## src/clk_mode_pkg.sv

```systemverilog
// Constants, types and register map of the system clock and power mode block.
package clk_mode_pkg;

    // ****************************************************************
    // Register map and field layout.
    // ****************************************************************
    localparam int         ADDR_W          = 2;
    localparam int         DATA_W          = 8;
    localparam logic [1:0] CLK_CTRL_ADDR   = 2'h0;
    localparam logic [1:0] OSC_CTRL_ADDR   = 2'h1;
    localparam logic [1:0] STATUS_ADDR     = 2'h2;
    localparam int         DIV_SEL_MSB     = 7;
    localparam int         DIV_SEL_LSB     = 5;
    localparam int         HS_SRC_BIT      = 3;
    localparam int         LS_SRC_BIT      = 2;
    localparam int         HS_KEEP_BIT     = 1;
    localparam int         LS_KEEP_BIT     = 0;
    localparam int         HS_OSC_EN_BIT   = 0;
    localparam int         WDOG_EN_BIT     = 1;
    localparam logic [7:0] CLK_CTRL_RESET  = 8'h00;
    localparam logic [7:0] OSC_CTRL_RESET  = 8'h01;

    // ****************************************************************
    // Clock selection codes.
    // ****************************************************************
    localparam logic [2:0] DIV_SEL_SUB     = 3'h7;
    localparam int         HS_DIV_CNT_W    = 6;
    localparam logic       SRC_INT_RC      = 1'b0;
    localparam logic       SRC_EXT_XTAL    = 1'b1;

    // ****************************************************************
    // Operating modes as reported in the status register.
    // ****************************************************************
    typedef enum logic [2:0] {
        MODE_FAST          = 3'b000,
        MODE_SLOW          = 3'b001,
        MODE_SLEEP         = 3'b010,
        MODE_IDLE_LS_ONLY  = 3'b011,
        MODE_IDLE_BOTH_OSC = 3'b100,
        MODE_IDLE_HS_ONLY  = 3'b101
    } op_mode_type;

    typedef struct packed {
        logic cpu;
        logic sys;
        logic hs;
        logic sub;
        logic ls_rc;
    } clk_run_type;

    typedef struct packed {
        logic ext_hs_crystal_osc;
        logic int_hs_rc_osc;
        logic ext_ls_crystal_osc;
        logic int_ls_rc_osc;
    } osc_en_type;

endpackage

```

## src/sysclk_select_power_modes.sv

```systemverilog
// System clock selection, divider and halt power mode control.
//
// Overview of operation
// - Select code 000-110 gives divided high-speed clock; 111 gives sub clock.
// - One source bit picks crystal or RC for the high-speed clock.
// - One source bit picks crystal or RC for the sub clock.
// - Moving to the sub clock stops or keeps high-speed oscillator per enable.
// - Six modes: fast, slow, sleep and three idle modes entered by halt.
// - Fast mode runs CPU from divided high-speed clock; all clocks run.
// - Slow mode runs CPU from sub clock; high-speed clock follows its enable.
// - Halt with both keep bits low enters sleep, stopping CPU and clocks.
// - In sleep the low-speed RC clock runs only with watchdog enabled.
// - Halt with only low-speed keep: high-speed off, system clock only on 111.
// - Halt with both keep bits high keeps every clock except the CPU.
// - Halt with only high-speed keep: sub off, system clock only below 111.
//
// Added by the designer: the placing of the registers and the plain strobed port.
`timescale 1ns/1ps
`default_nettype none

module sysclk_select_power_modes
    import clk_mode_pkg::*;
#(
    parameter int DIV_W = HS_DIV_CNT_W
) (
    input  wire logic                sys_clk,
    input  wire logic                rst_b,
    input  wire logic [ADDR_W-1:0]   reg_addr,
    input  wire logic [DATA_W-1:0]   reg_wdata,
    input  wire logic                reg_wr,
    input  wire logic                reg_rd,
    output logic      [DATA_W-1:0]   reg_rdata,
    input  wire logic                halt_req,
    input  wire logic                wake_req,
    input  wire logic                ext_hs_tick,
    input  wire logic                int_hs_tick,
    input  wire logic                ext_ls_tick,
    input  wire logic                int_ls_tick,
    output logic                     hs_clock_tick,
    output logic                     sub_clock_tick,
    output logic                     ls_rc_clock_tick,
    output logic                     sys_clock_tick,
    output logic                     cpu_clock_tick,
    output clk_run_type              clk_run,
    output osc_en_type               osc_en,
    output op_mode_type              op_mode
);

    // ****************************************************************
    // Elaboration check.
    // ****************************************************************
    // The divider must reach the largest ratio of 64.
    if (DIV_W < HS_DIV_CNT_W) begin : g_bad_div_w
        $error("DIV_W too small for the largest divide ratio.");
    end

    // The status word packs the clock run flags above the mode code.
    if ($bits(clk_run_type) + $bits(op_mode_type) != DATA_W) begin : g_bad_status_w
        $error("Status word does not fit the data width.");
    end

    // ****************************************************************
    // Functions.
    // ****************************************************************
    // Mask of divider bits that must be all ones for a system tick.
    function automatic logic [DIV_W-1:0] div_mask(input logic [2:0] sel);
        logic [DIV_W-1:0] m;
        m = '0;
        for (int i = 0; i < HS_DIV_CNT_W; i++) begin
            if (i < int'(sel)) begin
                m[i] = 1'b1;
            end
        end
        return m;
    endfunction

    // Picks crystal or RC according to a source select bit.
    function automatic logic pick_src(input logic src_sel, input logic xtal,
                                      input logic rc);
        return (src_sel == SRC_EXT_XTAL) ? xtal : rc;
    endfunction

    // ****************************************************************
    // Registers.
    // ****************************************************************
    logic [DATA_W-1:0] sys_clk_ctrl_reg;
    logic [DATA_W-1:0] sys_clk_ctrl_next;
    logic [DATA_W-1:0] osc_ctrl_reg;
    logic [DATA_W-1:0] osc_ctrl_next;
    logic [DATA_W-1:0] rdata_reg;
    logic [DATA_W-1:0] rdata_next;
    logic [DIV_W-1:0]  div_cnt_reg;
    logic [DIV_W-1:0]  div_cnt_next;
    op_mode_type       mode_reg;
    op_mode_type       mode_next;
    clk_run_type       run_reg;
    clk_run_type       run_next;
    osc_en_type        osc_en_reg;
    osc_en_type        osc_en_next;
    logic              hs_tick_reg;
    logic              sub_tick_reg;
    logic              ls_rc_tick_reg;
    logic              sys_tick_reg;
    logic              cpu_tick_reg;

    // ****************************************************************
    // Register fields.
    // ****************************************************************
    wire logic [2:0] sysclk_div_sel  = sys_clk_ctrl_reg[DIV_SEL_MSB:DIV_SEL_LSB];
    wire logic       hs_src_sel      = sys_clk_ctrl_reg[HS_SRC_BIT];
    wire logic       ls_src_sel      = sys_clk_ctrl_reg[LS_SRC_BIT];
    wire logic       hs_keep_on_halt = sys_clk_ctrl_reg[HS_KEEP_BIT];
    wire logic       ls_keep_on_halt = sys_clk_ctrl_reg[LS_KEEP_BIT];
    wire logic       hs_osc_en       = osc_ctrl_reg[HS_OSC_EN_BIT];
    wire logic       watchdog_en     = osc_ctrl_reg[WDOG_EN_BIT];
    wire logic       sel_is_sub      = (sysclk_div_sel == DIV_SEL_SUB);

    // ****************************************************************
    // Register bus decode.
    // ****************************************************************
    wire logic wr_cctrl = reg_wr && (reg_addr == CLK_CTRL_ADDR);
    wire logic wr_octrl = reg_wr && (reg_addr == OSC_CTRL_ADDR);

    // The bit just below the select field is unimplemented and reads zero.
    localparam int UNUSED_BIT = DIV_SEL_LSB - 1;
    wire logic [DATA_W-1:0] cctrl_wmask = ~(8'h01 << UNUSED_BIT);
    wire logic [DATA_W-1:0] octrl_wmask = (8'h01 << HS_OSC_EN_BIT)
                                        | (8'h01 << WDOG_EN_BIT);

    assign sys_clk_ctrl_next = wr_cctrl ? (reg_wdata & cctrl_wmask)
                                        : sys_clk_ctrl_reg;
    assign osc_ctrl_next = wr_octrl ? (reg_wdata & octrl_wmask)
                                    : osc_ctrl_reg;

    wire logic [DATA_W-1:0] status_word = {run_reg, mode_reg};

    always_comb begin
        rdata_next = '0;
        if (reg_rd) begin
            case (reg_addr)
                CLK_CTRL_ADDR: rdata_next = sys_clk_ctrl_reg;
                OSC_CTRL_ADDR: rdata_next = osc_ctrl_reg;
                STATUS_ADDR:   rdata_next = status_word;
                default:       rdata_next = '0;
            endcase
        end
    end

    // ****************************************************************
    // Operating mode state machine.
    // ****************************************************************
    wire logic         cpu_running = (mode_reg == MODE_FAST)
                                  || (mode_reg == MODE_SLOW);
    wire op_mode_type  run_mode    = sel_is_sub ? MODE_SLOW : MODE_FAST;

    always_comb begin
        mode_next = mode_reg;
        case (mode_reg)
            MODE_FAST, MODE_SLOW: begin
                if (halt_req) begin
                    case ({hs_keep_on_halt, ls_keep_on_halt})
                        2'b00:   mode_next = MODE_SLEEP;
                        2'b01:   mode_next = MODE_IDLE_LS_ONLY;
                        2'b11:   mode_next = MODE_IDLE_BOTH_OSC;
                        default: mode_next = MODE_IDLE_HS_ONLY;
                    endcase
                end else begin
                    mode_next = run_mode;
                end
            end
            MODE_SLEEP, MODE_IDLE_LS_ONLY, MODE_IDLE_BOTH_OSC,
            MODE_IDLE_HS_ONLY: begin
                if (wake_req) begin
                    mode_next = run_mode;
                end
            end
            default: mode_next = run_mode;
        endcase
    end

    // ****************************************************************
    // Clock gating per mode.
    // ****************************************************************
    always_comb begin
        run_next = '0;
        case (mode_next)
            MODE_FAST: begin
                run_next.cpu   = 1'b1;
                run_next.sys   = 1'b1;
                run_next.hs    = 1'b1;
                run_next.sub   = 1'b1;
                run_next.ls_rc = 1'b1;
            end
            MODE_SLOW: begin
                run_next.cpu   = 1'b1;
                run_next.sys   = 1'b1;
                run_next.sub   = 1'b1;
                run_next.ls_rc = 1'b1;
                run_next.hs    = hs_osc_en;
            end
            MODE_SLEEP: begin
                run_next.sys   = 1'b0;
                run_next.hs    = 1'b0;
                run_next.sub   = 1'b0;
                run_next.ls_rc = watchdog_en;
            end
            MODE_IDLE_LS_ONLY: begin
                run_next.sys   = sel_is_sub;
                run_next.hs    = 1'b0;
                run_next.sub   = 1'b1;
                run_next.ls_rc = 1'b1;
            end
            MODE_IDLE_BOTH_OSC: begin
                run_next.sys   = 1'b1;
                run_next.hs    = 1'b1;
                run_next.sub   = 1'b1;
                run_next.ls_rc = 1'b1;
            end
            MODE_IDLE_HS_ONLY: begin
                run_next.sys   = !sel_is_sub;
                run_next.hs    = 1'b1;
                run_next.sub   = 1'b0;
                run_next.ls_rc = 1'b1;
            end
            default: run_next = '0;
        endcase
    end

    // ****************************************************************
    // Oscillator enables.
    // ****************************************************************
    // High-speed and low-speed source choice.
    assign osc_en_next.ext_hs_crystal_osc = run_next.hs
                                         && (hs_src_sel == SRC_EXT_XTAL);
    assign osc_en_next.int_hs_rc_osc      = run_next.hs
                                         && (hs_src_sel == SRC_INT_RC);
    assign osc_en_next.ext_ls_crystal_osc = run_next.sub
                                         && (ls_src_sel == SRC_EXT_XTAL);
    // The low-speed RC also feeds the watchdog, so it may run alone.
    assign osc_en_next.int_ls_rc_osc      = run_next.ls_rc
                                         || (run_next.sub
                                         && (ls_src_sel == SRC_INT_RC));

    // ****************************************************************
    // Clock ticks and divider.
    // ****************************************************************
    // High-speed and sub tick selection.
    wire logic hs_src_tick  = pick_src(hs_src_sel, ext_hs_tick, int_hs_tick);
    wire logic sub_src_tick = pick_src(ls_src_sel, ext_ls_tick, int_ls_tick);
    wire logic hs_tick_on   = hs_src_tick && run_reg.hs;
    wire logic sub_tick_on  = sub_src_tick && run_reg.sub;
    wire logic lrc_tick_on  = int_ls_tick && run_reg.ls_rc;

    wire logic [DIV_W-1:0] cur_mask  = div_mask(sysclk_div_sel);
    wire logic             div_wrap  = ((div_cnt_reg & cur_mask) == cur_mask);
    wire logic             div_tick  = hs_tick_on && div_wrap;

    // The divider counts only while the high-speed clock runs.
    assign div_cnt_next = hs_tick_on ? (div_cnt_reg + 1'b1) : div_cnt_reg;

    wire logic sys_src_tick = sel_is_sub ? sub_src_tick : div_tick;
    wire logic sys_tick_on  = sys_src_tick && run_reg.sys
                           && (sel_is_sub ? run_reg.sub : run_reg.hs);

    // The processor only sees system ticks while a running mode holds.
    wire logic cpu_tick_on  = sys_tick_on && run_reg.cpu && cpu_running;

    // ****************************************************************
    // Flip-flops.
    // ****************************************************************
    always_ff @(posedge sys_clk or negedge rst_b) begin
        if (!rst_b) begin
            sys_clk_ctrl_reg <= CLK_CTRL_RESET;
            osc_ctrl_reg     <= OSC_CTRL_RESET;
            rdata_reg        <= '0;
        end else begin
            sys_clk_ctrl_reg <= sys_clk_ctrl_next;
            osc_ctrl_reg     <= osc_ctrl_next;
            rdata_reg        <= rdata_next;
        end
    end

    always_ff @(posedge sys_clk or negedge rst_b) begin
        if (!rst_b) begin
            mode_reg   <= MODE_FAST;
            run_reg    <= '1;
            osc_en_reg <= '0;
        end else begin
            mode_reg   <= mode_next;
            run_reg    <= run_next;
            osc_en_reg <= osc_en_next;
        end
    end

    always_ff @(posedge sys_clk or negedge rst_b) begin
        if (!rst_b) begin
            div_cnt_reg    <= '0;
            hs_tick_reg    <= 1'b0;
            sub_tick_reg   <= 1'b0;
            ls_rc_tick_reg <= 1'b0;
            sys_tick_reg   <= 1'b0;
            cpu_tick_reg   <= 1'b0;
        end else begin
            div_cnt_reg    <= div_cnt_next;
            hs_tick_reg    <= hs_tick_on;
            sub_tick_reg   <= sub_tick_on;
            ls_rc_tick_reg <= lrc_tick_on;
            sys_tick_reg   <= sys_tick_on;
            cpu_tick_reg   <= cpu_tick_on;
        end
    end

    // ****************************************************************
    // Outputs.
    // ****************************************************************
    assign reg_rdata        = rdata_reg;
    assign hs_clock_tick    = hs_tick_reg;
    assign sub_clock_tick   = sub_tick_reg;
    assign ls_rc_clock_tick = ls_rc_tick_reg;
    assign sys_clock_tick   = sys_tick_reg;
    assign cpu_clock_tick   = cpu_tick_reg;
    assign clk_run          = run_reg;
    assign osc_en           = osc_en_reg;
    assign op_mode          = mode_reg;

endmodule

`default_nettype wire

```

## config.mk

```make
export PLATFORM = sky130hd
export DESIGN_NAME = sysclk_select_power_modes
export DESIGN_NICKNAME = d
export VERILOG_FILES = /design/src/clk_mode_pkg.sv /design/src/sysclk_select_power_modes.sv
export SDC_FILE = /design/constraint.sdc
export NUM_CORES = 1
export LEC_CHECK = 0
export ABC_AREA = 0
export BUFFER_PORTS_ARGS = -buffer_cell sky130_fd_sc_hd__buf_2
export CELL_PAD_IN_SITES_DETAIL_PLACEMENT = 2
export CELL_PAD_IN_SITES_GLOBAL_PLACEMENT = 2
export CORE_MARGIN = 8
export CORE_UTILIZATION = 36
export CTS_CLUSTER_SIZE = 16
export DETAILED_ROUTE_END_ITERATION = 10
export PLACE_DENSITY = 0.85
export SYNTH_ARGS = -nofsm -noshare
export SYNTH_HDL_FRONTEND = slang
export SYNTH_SLANG_ARGS = --single-unit
```

## constraint.sdc

```tcl
create_clock -name sys_clk -period 3.25 [get_ports sys_clk]
set_input_delay 0.1625 -clock sys_clk [delete_from_list [all_inputs] [get_ports sys_clk]]
set_output_delay 0.1625 -clock sys_clk [all_outputs]
set_load 0.005 [all_outputs]
```

==> summary.md <==
| Metric | Value |
|---|---|
| Main combinational cell family by area after synthesis | `simple AND/OR/NAND/NOR gates` |
| Final WL | `approximately 5000 um` |
| Synth warn | `0` |
| Die Width | `just under 90 um` |
| Num rows | `26` |
| Switching Power | `0.0005865 W` |
| Simple-Gate Fraction of Synth Area | `0.1510` |
| Worst Hold Class | `input pin to asynchronous set/reset pin` |
| Final net count | `approximately 230` |
| Flop pwr share | `0.477` |
| Combinational Power Share | `0.314` |
| Synth Cell Area | `around 1800 um^2` |
| Post-synth top area share | `0.4626` |
| Worst slew pin tran | `between 800 and 900 ps` |
| Number of synthesized register bits | `40` |
| Drt wl/cell | `18.51 um` |
| Die ar. | `between 7000 and 8000 um^2` |
| XOR/XNOR share of the synthesized area | `0.02381` |
| Starting Density | `0.3671` |
| Yosys cell types | `37` |
| # clock sinks | `40` |
| Int Pwr | `slightly above 0.001 W` |
| Ant. Diodes | `0` |
| Worst path slowest cell | `dfrtp_1` |
| Clk network pwr share | `0.209` |
| Final period utilization | `0.5416` |
| Final Non-Filler Cells | `roughly 270` |
| Data arrival, critical path | `just under 2000 ps` |
| Setup repair bufs after CTS | `0` |
| Initial DRC Count | `12` |
| DRC violations left | `0` |
| Synth Area in Compound Gates | `0.1122` |
| Worst-path cell chain | `inv_1, ha_1, and2_1, o31ai_4, a211oi_2, nor3_1` |
| Clk buf depth | `2` |
| Fraction of layout cells with a size suffix above 1 | `0.3744` |
| Max-cap violations | `0` |
| Post-Synthesis Net Count | `180` |
| Slew HR | `0.4030` |
| Startpoint Class | `flip-flop` |
| RSZ-0062 raised after global routing | `false` |
| H-Tree Depth | `2` |
| Vias in the first global route | `around 1600` |
| Die Ht | `~87 um` |
| Port Buf Inserts | `between 40 and 50` |
| CP Class | `flip-flop to flip-flop` |
| Largest register FFs | `8` |
| Antenna-violating nets left | `0` |
| Mapped Cells | `around 150` |
| Worst skew pair latency | `300 ps` |
| Post-synthesis mux area share | `0.09320` |
| First-pass GRT wire length | `about 8400 um` |
| CP endpoint kind | `flip-flop` |
| GRT Total Usage | `0.1456` |
| Fin crit period | `between 1500 and 2000 ps` |
| Fin Hold WS | `-15.96 ps` |
| Static Leakage | `between 1 and 1.5 nW` |
| Outcome | `finished with violations` |
| Setup TNS | `0 ps` |
| GR Overflow Total | `0` |
| Worst-path maximum fanout | `5` |
| Sequential fraction of the synthesis area | `0.5483` |
| CP max stage delay | `430 ps` |
| CTS tree | `built` |
| Total number of vias | `1335` |
| DR pass1 iterations | `4` |
| Final Skew | `between 9 and 10 ps` |
| Average cell area after synthesis | `around 12 um^2` |
| DR vias/cell | `around 4.9` |
| CTS clock-pin slew for the worst setup and hold paths | `approximately 90 ps` |
| Final setup fails | `0` |
| Worst vdd ir | `between 0.2 and 0.3 mV` |
| Post-layout util | `0.4456` |
| Syn-to-layout area delta | `21.36%` |
| I/O Pins | `45` |
| Clock Root Buffer | `clkbuf_8` |
| Max Clk Rate | `approximately 570 MHz` |
| Pwr/cell area | `between 700 and 800 nW/um^2` |
| Hold buffers post-CTS | `0` |
| Final hold violation count | `28` |
| Failing checks | `hold timing` |
| Largest net degree at the start of global routing | `between 40 and 50` |
| Req. time, crit path | `3430 ps` |
| Placed insts | `265` |
| DP HPWL | `~3800 um` |
| Core area | `approximately 5000 um^2` |
| Adder-cell share of the synthesized area | `0.04762` |
| Placer Congestion | `0.7905` |
| Area contributors post-synth | `dfrtp_1 (46%), dfstp_2 (8.6%), mux2i_1 (4.9%), ha_1 (4.8%), mux2_2 (3.7%)` |
| Number of CTS-inserted buffers | `5` |
| Initial antenna violation count | `0` |
| Final Max Tran Viols | `0` |
| Post-CTS sizing | `0` |
| Switching share of power | `0.3614` |
| Synth area leader | `dfrtp_1` |
[stage by stage]
step	area (um^2)	power, W	setup slack [ps]	hold WS (ps)
6_report	2232	0.001623	1490	-15.96
5_1_grt	2232	0.001739	1345	38.90
4_1_cts	2232	0.001653	1483	2.808
3_5_place_dp	2140	0.001300	1525	338.2
3_3_place_gp	2140	0.001244	1567	320.6
2_1_floorplan	1839	0.001062	1758	-133.1
[synth_stat cells (all sizes together)]
library cell and n:
buf 2, nand3b 6, dfstp 6, mux2 6
nor3 1, o2111ai 1, a21boi 4, o211ai 2
nand2 11, nor2 10, nand3 2, inv 9
nor3b 2, nor2b 1, o22ai 1, and2b 1
o21ai 7, and2 5, o31ai 1, mux2i 10
nand4 3, a211oi 3, nand2b 4, a21o 1
a31oi 1, dfrtp 34, a21oi 4, and3 3
ha 7, xnor2 5
[area by class of cell]
class,count,area [um^2]
Clock inverter,3,23.77
Clock buffer,5,68.82
Inverter,9,33.78
Fill cell,538,2778
Sequential cell,40,1008
Tap cell,70,87.58
Timing Repair Buffer,44,222.7
Multi-Input combinational cell,102,787.0
[placed cells by master, fill, tap and decap left out, types with 2 or more instances in the layout]
cell,netlist,final
o211ai_1,2,2
ha_1,7,7
nand2_1,11,11
a21oi_1,2,2
clkinvlp_4,0,2
mux2_2,6,6
buf_2,2,43
nor2_1,9,9
inv_1,9,9
o21ai_0,6,6
and3_1,2,2
dfrtp_1,34,34
mux2i_1,9,9
a211oi_2,3,3
nand3b_1,6,6
xnor2_1,5,5
nand2b_1,4,4
dfstp_2,6,6
nand4_1,3,3
a21boi_0,4,4
and2_1,5,5
clkbuf_8,0,5
nand3_1,2,2
[kinds of logic (layout without fill, tap and decap cells)]
| group | Yosys count | after routing |
|---|---|---|
| adder cells (fa/ha/maj) | 7 | 7 |
| AND/OR/NAND/NOR | 49 | 49 |
| multiplexers | 16 | 16 |
| XOR/XNOR | 5 | 5 |
| AO/OA/AOI/OAI | 25 | 25 |
| buffers and inverters | 11 | 61 |
| flip-flops | 40 | 40 |
[power groups by stage]
stage	logic (W)	registers (W)	clock network [W]
after floorplan	0.000305	0.000757	0
after CTS	0.000525	0.000777	0.000350
after detailed placement	0.000517	0.000784	0
after global placement	0.000476	0.000768	0
final	0.000509	0.000774	0.000340
after global routing	0.000572	0.000795	0.000373
[routing by layer]
metal / share of wire / vias to the layer above / track usage
li1: - / 622 / -
met1: 0.41 / 679 / 0.1593
met2: 0.53 / 27 / 0.2590
met3: 0.053 / 7 / 0.04811
met4: 0.0091 / 0 / 0.04219
met5: 0 / - / 0
[worst paths after layout]
path | start | endpoint | slack [ps] | cells past startpoint
worst min-delay path | rst_b | osc_ctrl_reg[1] | -20 | 1
min in group sys_clk | reg_wdata[2] | sys_clk_ctrl_reg[2] | 80 | 3
worst min register to register | div_cnt_reg[5] | div_cnt_reg[5] | 480 | 1
worst max-delay path | op_mode[1] | osc_en[2] | 1490 | 6
max in group asynchronous | rst_b | sys_clk_ctrl_reg[3] | 2710 | 1
worst max register to register | op_mode[1] | osc_en[2] | 1490 | 6
[critical path, delay by kind of cell (launching register included)]
family / cells / cell delay (ps)
flip-flops: 1 / 430
AND/OR/NAND/NOR: 2 / 370
buffers and inverters: 1 / 60
AO/OA/AOI/OAI: 2 / 430
adder cells (fa/ha/maj): 1 / 330
Note: power is estimated with default switching activity, not from simulation.
